===== src/include/adc_ctrl_pkg.sv =====
package adc_ctrl_pkg;
   // Sample and port widths
   localparam int SAMPLE_W = 12;
   localparam int CTRL_W = 10;
   // Register select carried in data bits 11:10 of a write
   localparam logic [1:0] SEL_CTRL0 = 2'h0;
   localparam logic [1:0] SEL_CTRL1 = 2'h1;
   // Control register 0 fields
   localparam int C0_SINGLE_BIT = 1;
   localparam int C0_SCAN_BIT = 7;
   localparam int C0_TEST_LSB = 8;
   localparam logic [CTRL_W-1:0] CTRL0_RESET = 10'h020;
   // Control register 1 fields
   localparam int C1_RESET_BIT = 0;
   localparam int C1_FIFO_BIT = 1;
   localparam int C1_STORED_LSB = 2;
   localparam logic [7:0] CTRL1_STORED_RESET = 8'h0c;
   // Test source codes
   localparam logic [1:0] TEST_NORMAL = 2'h0;
   localparam logic [1:0] TEST_REF_UPPER = 2'h1;
   localparam logic [1:0] TEST_REF_MID = 2'h2;
   localparam logic [1:0] TEST_REF_LOWER = 2'h3;
   // Timing
   localparam logic [2:0] STARTUP_TICKS = 3'h5;
   localparam logic [SAMPLE_W-1:0] MID_SCALE = 12'h800;
   // Fill thresholds, one and two channels, indexed by the 2-bit code
   localparam logic [4:0] THRESH_ONE [4] = '{5'h01, 5'h04, 5'h08, 5'h0e};
   localparam logic [4:0] THRESH_TWO [4] = '{5'h02, 5'h04, 5'h08, 5'h0c};

   // Stored part of control register 1, bits 9 down to 2
   typedef struct packed {
      logic config_readback_enable;
      logic offset_cal;
      logic output_format_select;
      logic rw_mode;
      logic av_polarity;
      logic av_pulse;
      logic [1:0] fill_threshold;
   } ctrl1_type;

   // Synchronised strobe pins
   typedef struct packed {
      logic conv_clk;
      logic cs0_n;
      logic cs1;
      logic rd_n;
      logic wr_n;
   } pins_type;
endpackage


===== src/verilog/adc_ctrl.sv =====
// Overview of operation
// - Control register 0 bits 9:8 select normal input, upper, mid or lower reference.
// - Writing one to control register 1 bit 0 resets both control registers.
// - Soft reset also clears FIFO pointers and stored offset correction.
// - After reset the first sample enters the FIFO on the fifth conversion tick.
// - Control register 1 bit 1 reads one after a FIFO overflow, else zero.
// - Overflow flag clears once control register 1 has been read.
// - Writing one to control register 1 bit 1 clears the FIFO.
// - Bits 3:2 set fill threshold; reaching it asserts the samples-ready output.
// - Threshold codes mean 1,4,8,14 samples or 2,4,8,12 with two channels.
// - Bit 4 chooses level (0) or pulse (1) signalling; resets to one.
// - Bit 5 chooses active high (1) or active low (0); resets to one.
// - Bit 6 turns write strobe into read/write direction and ignores read strobe.
// - Bit 7 selects two's complement (0) or straight binary (1) output.
`timescale 1ns/1ps
`default_nettype none

module sample_fifo #(
   parameter int WIDTH = 12,
   parameter int DEPTH = 16
) (
   // Clock and control
   input wire logic clk_i,
   input wire logic rst_n_i,
   input wire logic ce_i,
   input wire logic clear_i,
   // Fill side
   input wire logic in_valid_i,
   input wire logic [WIDTH-1:0] in_data_i,
   output logic in_ready_o,
   // Drain side
   output logic out_valid_o,
   output logic [WIDTH-1:0] out_data_o,
   input wire logic out_ready_i,
   // Fill level
   output logic [$clog2(DEPTH):0] count_o
);
   localparam int AW = $clog2(DEPTH);
   logic [WIDTH-1:0] mem_q [DEPTH];
   logic [AW-1:0] wr_q, wr_d, rd_q, rd_d;
   logic [AW:0] cnt_q, cnt_d;
   logic push, pop;

   assign in_ready_o = (cnt_q != (AW+1)'(DEPTH));
   assign out_valid_o = (cnt_q != '0);
   assign out_data_o = mem_q[rd_q];
   assign count_o = cnt_q;
   assign push = in_valid_i && in_ready_o;
   assign pop = out_ready_i && out_valid_o;

   always_comb
   begin
      wr_d = wr_q;
      rd_d = rd_q;
      cnt_d = cnt_q;
      if (clear_i)
      begin
         wr_d = '0;
         rd_d = '0;
         cnt_d = '0;
      end
      else
      begin
         if (push)
            wr_d = (wr_q == AW'(DEPTH-1)) ? '0 : wr_q + AW'(1);
         if (pop)
            rd_d = (rd_q == AW'(DEPTH-1)) ? '0 : rd_q + AW'(1);
         cnt_d = cnt_q + (AW+1)'(push) - (AW+1)'(pop);
      end
   end

   always_ff @(posedge clk_i)
   begin
      if (!rst_n_i)
      begin
         wr_q <= '0;
         rd_q <= '0;
         cnt_q <= '0;
      end
      else if (ce_i)
      begin
         wr_q <= wr_d;
         rd_q <= rd_d;
         cnt_q <= cnt_d;
         if (push && !clear_i)
            mem_q[wr_q] <= in_data_i;
      end
   end
endmodule // sample_fifo

module adc_ctrl
   import adc_ctrl_pkg::*;
#(
   parameter int FIFO_DEPTH = 16,
   parameter int OSC_DIV = 6
) (
   // Clock, reset, enable
   input wire logic sys_clk_i,
   input wire logic rst_n_i,
   input wire logic ce_i,
   // Host strobe pins
   input wire logic cs0_n_i,
   input wire logic cs1_i,
   input wire logic rd_n_i,
   input wire logic wr_n_i,
   input wire logic conv_clk_i,
   // Host data pins
   input wire logic [adc_ctrl_pkg::SAMPLE_W-1:0] data_i,
   output logic [adc_ctrl_pkg::SAMPLE_W-1:0] data_o,
   output logic data_oe_n_o,
   output logic samples_ready_out_o,
   output logic fifo_overrun_flag_o,
   // Converter core
   input wire logic [adc_ctrl_pkg::SAMPLE_W-1:0] adc_result_i,
   output logic [1:0] test_select_o,
   output logic conv_tick_o
);
   import adc_ctrl_pkg::*;

   localparam int CW = $clog2(FIFO_DEPTH) + 1;
   pins_type pin_raw, s1_q, s2_q, s3_q, stab_q, stab_d;
   logic [CTRL_W-1:0] ctrl0_q, ctrl0_d;
   ctrl1_type ctrl1_q, ctrl1_d;
   logic ovf_q, ovf_d, av_q, av_d, hit_q, hit_d, oe_n_q, oe_n_d;
   logic [SAMPLE_W-1:0] offset_q, offset_d, out_q, out_d, wdata_q, wdata_d;
   logic [2:0] warm_q, warm_d;
   logic [1:0] rb_q, rb_d;
   logic [7:0] osc_q, osc_d;
   logic cs_on, rd_on, wr_on, rd_on_q, wr_on_q, rd_start, wr_end, tick, soft_rst, fifo_clr;
   logic [SAMPLE_W-1:0] corrected, formatted, ctrl1_view;
   logic push, f_ready, f_valid, pop, hit;
   logic [SAMPLE_W-1:0] f_data;
   logic [CW-1:0] f_count;
   logic [4:0] thresh;

   // Pins pass three flops; a change counts once the second and third agree
   assign pin_raw = '{conv_clk: conv_clk_i, cs0_n: cs0_n_i, cs1: cs1_i,
                      rd_n: rd_n_i, wr_n: wr_n_i};
   always_comb
   begin
      stab_d = stab_q;
      for (int i = 0; i < $bits(pins_type); i++)
         if (s2_q[i] == s3_q[i])
            stab_d[i] = s3_q[i];
   end

   // Internal access strobes
   assign cs_on = !stab_q.cs0_n && stab_q.cs1;
   always_comb
   begin
      if (ctrl1_q.rw_mode)
      begin
         rd_on = cs_on && stab_q.wr_n;
         wr_on = cs_on && !stab_q.wr_n;
      end
      else
      begin
         rd_on = cs_on && !stab_q.rd_n && stab_q.wr_n;
         wr_on = cs_on && !stab_q.wr_n && stab_q.rd_n;
      end
   end
   assign rd_start = rd_on && !rd_on_q;
   // Writes take effect at the end of the strobe, when the data has settled
   assign wr_end = !wr_on && wr_on_q;
   assign soft_rst = wr_end && (wdata_q[11:10] == SEL_CTRL1) && wdata_q[C1_RESET_BIT];
   assign fifo_clr = soft_rst || (wr_end && (wdata_q[11:10] == SEL_CTRL1)
                     && wdata_q[C1_FIFO_BIT]);

   // Conversion tick: internal oscillator in single mode, else external clock edge
   assign tick = ctrl0_q[C0_SINGLE_BIT] ? (osc_q == 8'(OSC_DIV - 1))
                 : (stab_d.conv_clk && !stab_q.conv_clk);

   // Offset correction and output format
   assign corrected = adc_result_i - offset_q;
   assign formatted = ctrl1_q.output_format_select ? corrected
                      : {~corrected[SAMPLE_W-1], corrected[SAMPLE_W-2:0]};
   assign push = tick && (warm_q == STARTUP_TICKS - 3'h1 || warm_q == STARTUP_TICKS)
                 && !ctrl1_q.offset_cal && !fifo_clr;
   assign ctrl1_view = {2'h0, ctrl1_q, ovf_q, 1'b0};

   // Threshold depends on one or two active channels
   assign thresh = ctrl0_q[C0_SCAN_BIT] ? THRESH_TWO[ctrl1_q.fill_threshold]
                   : THRESH_ONE[ctrl1_q.fill_threshold];
   assign hit = (f_count >= CW'(thresh));
   assign pop = rd_start && (rb_q == 2'h0);

   always_comb
   begin
      ctrl0_d = ctrl0_q;
      ctrl1_d = ctrl1_q;
      ovf_d = ovf_q;
      offset_d = offset_q;
      warm_d = warm_q;
      rb_d = rb_q;
      out_d = out_q;
      oe_n_d = !rd_on;
      wdata_d = wr_on ? data_i : wdata_q;
      osc_d = (!ctrl0_q[C0_SINGLE_BIT] || tick) ? 8'h0 : osc_q + 8'h1;
      hit_d = hit;
      if (tick && warm_q != STARTUP_TICKS)
         warm_d = warm_q + 3'h1;
      if (tick && ctrl1_q.offset_cal && warm_q == STARTUP_TICKS)
      begin
         // Inputs are grounded for this conversion, so midscale is the ideal result
         offset_d = adc_result_i - MID_SCALE;
         ctrl1_d.offset_cal = 1'b0;
      end
      if (rd_start)
      begin
         if (rb_q == 2'h1)
            out_d = {2'h0, ctrl0_q};
         else if (rb_q == 2'h2)
            out_d = ctrl1_view;
         else
            out_d = f_valid ? f_data : '0;
         if (rb_q == 2'h2)
         begin
            ovf_d = 1'b0;
            rb_d = 2'h0;
         end
         else if (rb_q == 2'h1)
            rb_d = 2'h2;
      end
      if (wr_end && wdata_q[11:10] == SEL_CTRL0)
         ctrl0_d = wdata_q[CTRL_W-1:0];
      if (wr_end && wdata_q[11:10] == SEL_CTRL1)
      begin
         // Command bits 1:0 are not kept
         ctrl1_d = ctrl1_type'(wdata_q[CTRL_W-1:C1_STORED_LSB]);
         rb_d = wdata_q[CTRL_W-1] ? 2'h1 : 2'h0;
      end
      // A sample lost to a full FIFO sets the flag even in a clearing read
      if (tick && !f_ready && warm_q == STARTUP_TICKS && !ctrl1_q.offset_cal && !fifo_clr)
         ovf_d = 1'b1;
      if (soft_rst)
      begin
         ctrl0_d = CTRL0_RESET;
         ctrl1_d = ctrl1_type'(CTRL1_STORED_RESET);
         offset_d = '0;
         warm_d = 3'h0;
         rb_d = 2'h0;
         ovf_d = 1'b0;
      end
      // Pulse style lasts one cycle on reaching the threshold, level style follows it
      av_d = ctrl1_q.av_pulse ? (hit && !hit_q) : hit;
      av_d = ctrl1_q.av_polarity ? av_d : !av_d;
   end

   always_ff @(posedge sys_clk_i)
   begin
      if (!rst_n_i)
      begin
         s1_q <= '1;
         s2_q <= '1;
         s3_q <= '1;
         stab_q <= '1;
         rd_on_q <= 1'b0;
         wr_on_q <= 1'b0;
         ctrl0_q <= CTRL0_RESET;
         ctrl1_q <= ctrl1_type'(CTRL1_STORED_RESET);
         ovf_q <= 1'b0;
         offset_q <= '0;
         warm_q <= 3'h0;
         rb_q <= 2'h0;
         out_q <= '0;
         oe_n_q <= 1'b1;
         wdata_q <= '0;
         osc_q <= 8'h0;
         hit_q <= 1'b0;
         av_q <= 1'b0;
      end
      else if (ce_i)
      begin
         s1_q <= pin_raw;
         s2_q <= s1_q;
         s3_q <= s2_q;
         stab_q <= stab_d;
         rd_on_q <= rd_on;
         wr_on_q <= wr_on;
         ctrl0_q <= ctrl0_d;
         ctrl1_q <= ctrl1_d;
         ovf_q <= ovf_d;
         offset_q <= offset_d;
         warm_q <= warm_d;
         rb_q <= rb_d;
         out_q <= out_d;
         oe_n_q <= oe_n_d;
         wdata_q <= wdata_d;
         osc_q <= osc_d;
         hit_q <= hit_d;
         av_q <= av_d;
      end
   end

   sample_fifo #(
      .WIDTH(SAMPLE_W),
      .DEPTH(FIFO_DEPTH)
   ) u_sample_fifo (
      .clk_i(sys_clk_i),
      .rst_n_i(rst_n_i),
      .ce_i(ce_i),
      .clear_i(fifo_clr),
      .in_valid_i(push),
      .in_data_i(formatted),
      .in_ready_o(f_ready),
      .out_valid_o(f_valid),
      .out_data_o(f_data),
      .out_ready_i(pop),
      .count_o(f_count)
   );

   assign test_select_o = ctrl0_q[C0_TEST_LSB +: 2];
   assign data_o = out_q;
   assign data_oe_n_o = oe_n_q;
   assign samples_ready_out_o = av_q;
   assign fifo_overrun_flag_o = ovf_q;
   assign conv_tick_o = tick;
endmodule // adc_ctrl

`default_nettype wire

===== config.mk =====
export PLATFORM = sky130hd
export DESIGN_NAME = adc_ctrl
export DESIGN_NICKNAME = d
export VERILOG_FILES = /design/src/include/adc_ctrl_pkg.sv /design/src/verilog/adc_ctrl.sv
export SDC_FILE = /design/constraint.sdc
export NUM_CORES = 1
export LEC_CHECK = 0
export ABC_CLOCK_PERIOD_IN_PS = 8820
export BUFFER_PORTS_ARGS = -buffer_cell sky130_fd_sc_hd__buf_2
export CELL_PAD_IN_SITES_DETAIL_PLACEMENT = 0
export CELL_PAD_IN_SITES_GLOBAL_PLACEMENT = 2
export CORE_MARGIN = 2
export CORE_UTILIZATION = 47
export DETAILED_ROUTE_END_ITERATION = 8
export PLACE_DENSITY = 0.93
export SKIP_CTS_REPAIR_TIMING = 1
export SLEW_MARGIN = 20
export SYNTH_ARGS = -nofsm -noshare
export SYNTH_HDL_FRONTEND = slang
export SYNTH_SLANG_ARGS = --single-unit

===== constraint.sdc =====
create_clock -name sys_clk_i -period 8.82 [get_ports sys_clk_i]
set_input_delay 0.882 -clock sys_clk_i [delete_from_list [all_inputs] [get_ports sys_clk_i]]
set_output_delay 0.882 -clock sys_clk_i [all_outputs]
set_load 0.05 [all_outputs]

==> impl_metrics.json <==
{
  "outcome": "finished, final reports clean",
  "first_pass_iters": 5,
  "diodes": 0,
  "viasPerCell": 5.75,
  "async_flop_share_pct": 0,
  "critPathKind": "register to primary output",
  "syn_nets": 1057,
  "p_total_mw": 3.00,
  "tns_ns": 0,
  "syn_area_mm2": 0.0130,
  "synthTopCellsByCount": "edfxtp_1 (192), dfxtp_1 (110), nand2_1 (83)",
  "synth.avg_cell_area_um2": 13.1,
  "cts_tree": "built",
  "core_area_mm2": 0.0270,
  "grt_max_degree": 55,
  "synth.largest_area_cell": "edfxtp_1",
  "syn_to_final_growth_pct": 13.2,
  "p_clk_share_pct": 46.2,
  "synthCells": 990,
  "drc_errors": 0,
  "maxCapViolCount": 0,
  "vias": 8079,
  "p_seq_share_pct": 50.7,
  "arrival_ns": 2.36,
  "antenna_found_initial": 0,
  "dpl.hpwl_mm": 19.1,
  "finClkSkew_ns": 0.0189,
  "gp_congestion": 0.804,
  "ff2ff_setup_slack_ns": 5.58,
  "rsz0062_at_grt": "no",
  "startpoint_type": "register",
  "cp_data_required_time_ns": 7.94,
  "hold_path.class": "register to register",
  "critical-path-max-stage-delay_ns": 0.59,
  "first_iter_violations": 770,
  "relSlewSlack_pct": 25.5,
  "pwr-share-comb_pct": 3.1,
  "cp-end-kind": "primary output",
  "finalWorstSetupSlack_ns": 5.58,
  "fin_crit_sh_pct": 36.8,
  "p_int_mw": 2.37,
  "root_buffer": "clkbuf_16",
  "p_per_area_mw_per_mm2": 204,
  "place_ws_ns": 5.22,
  "cp_cell_sequence": "or4b_4 -> o41ai_4 -> buf_2",
  "routed_wl_mm": 29.1,
  "die-area_mm2": 0.0290,
  "ys_top_cells_by_area": "edfxtp_1 (44%), dfxtp_1 (17%), mux4_2 (7.3%), mux2i_1 (3.5%), ha_1 (3.2%)",
  "post-route-min-period_ns": 3.24,
  "p_switching_mw": 0.628,
  "r2r_cells": 14,
  "ios": 50,
  "p_leak_nw": 4.97,
  "initial_core_util_pct": 48.1,
  "ant_nets": 0,
  "clk_path_buf_depth": 3,
  "synth_top_area_share_pct": 44.4,
  "grt_first_pass_wirelength_mm": 45.3,
  "cts_sinks": 302,
  "ir_drop_mv": 0.116,
  "numPortBuffers": 49,
  "tightestPinTransition_ns": 1.11,
  "grtUsageTotal_pct": 20.5,
  "row_count": 60,
  "synth_cell_type_count": 68,
  "drv_slew": 0,
  "numCtsBuffers": 34,
  "nNetsFinal": 1106,
  "cp_slowest_cell": "o41ai_4",
  "yosysMostFrequentCell": "edfxtp_1",
  "synth-seq-cells": 302,
  "p_sw_share_pct": 20.9,
  "synth_flop_cell": "edfxtp_1",
  "drive_above_1_share_pct": 15.9,
  "holdPathStages": 2,
  "grt_pass1_vias": 7811,
  "ys_warn_count": 0,
  "overflow": 0,
  "routedWlPerCell_um": 20.7,
  "report.final.hold_viol_count": 0,
  "htreeDepth": 2,
  "synth_enable_flop_cells": 192,
  "die_w_um": 170,
  "die_h_um": 170,
  "clock_latency_ns": 0.52,
  "max_freq_mhz": 308,
  "setup_viol": 0,
  "seq_area_frac_synth_pct": 61.3,
  "clk_pin_slew_ns": 0.06,
  "crit_fanout": 9
}
-- power groups by stage --
stage	Combinational (mW)	Clock, mW	Sequential [mW]
3_5_place_dp	0.0901	0	1.55
5_1_grt	0.102	1.46	1.52
6_report	0.0927	1.39	1.52
4_1_cts	0.0905	1.41	1.52
2_1_floorplan	0.0523	0	1.55
3_3_place_gp	0.0877	0	1.55
-- cell type report --
type / instances / area, um2
fill: 2223 / 12300
clock buffer: 45 / 955
timing repair buffer: 61 / 335
tap: 341 / 427
sequential: 302 / 7970
inverter: 41 / 154
clock inverter: 17 / 149
multi-input combinational: 599 / 4720
-- critical path: cells and delay by family, from the launching register on --
kind,cells,cell delay (ns)
buf+inv,1,0.39
flops,1,0.37
simple gates,1,0.50
compound gates,1,0.59
-- sequential cells by signal, summed over array words and instances (netlist names), 2 cells and up, named ones only --
register / cells
s3_q: 5
rb_q: 2
s2_q: 5
stab_q: 5
data_o: 12
offset_q: 12
u_sample_fifo.mem_q: 192
wdata_q: 12
osc_q: 8
u_sample_fifo.wr_q: 4
u_sample_fifo.count_o: 5
warm_q: 3
s1_q: 5
ctrl1_q: 8
ctrl0_q: 10
u_sample_fifo.rd_q: 4
-- cells in the final DEF (no fill, tap or decap), drive strengths merged, types with 42 or more instances in the layout --
cell and n:
clkbuf 46, a21oi 49, edfxtp 192, nor2 51
o21ai 43, buf 60, dfxtp 110, inv 42
mux2i 46, nand2 83, mux4 42
-- worst paths after layout --
path | from | endpoint
worst min register to register | offset_q[6]$_SDFFE_PN0P_ | offset_q[6]$_SDFFE_PN0P_
worst max register to register | u_sample_fifo.count_o[2]$_SDFFE_PN0P_ | u_sample_fifo.count_o[4]$_SDFFE_PN0P_
worst max-delay path | osc_q[2]$_SDFFE_PN0P_ | conv_tick_o
worst min-delay path | offset_q[6]$_SDFFE_PN0P_ | offset_q[6]$_SDFFE_PN0P_
-- stage by stage --
stage | cell area (um2) | std cells | util, % | hold slack [ns]
after global placement | 13600 | 1343 | 50.2 | 0.444
after CTS | 14700 | 1405 | 54.3 | 0.460
after floorplan | 13000 | 990 | - | 0.437
after detailed placement | 13600 | 1343 | 50.2 | 0.452
after global routing | 14700 | 1406 | 54.4 | 0.479
final | 14700 | 1406 | 54.4 | 0.455
-- metal layers --
metal  vias up  track usage [%]  routed length [um]
met5         -                0                   0
met3        39             4.26                1810
li1       3838                -                   -
met4         0             5.05                 488
met1      3963             30.1               13900
met2       239             31.4               12900
-- cell families after synthesis --
family | share of synthesized area (%)
xor+xnor | 1.35
compound gates | 8.96
flops | 61.3
simple gates | 11.2
fa+ha+maj | 3.49
mux | 10.9
buf+inv | 2.71
Power figures use the tool's default switching activity.
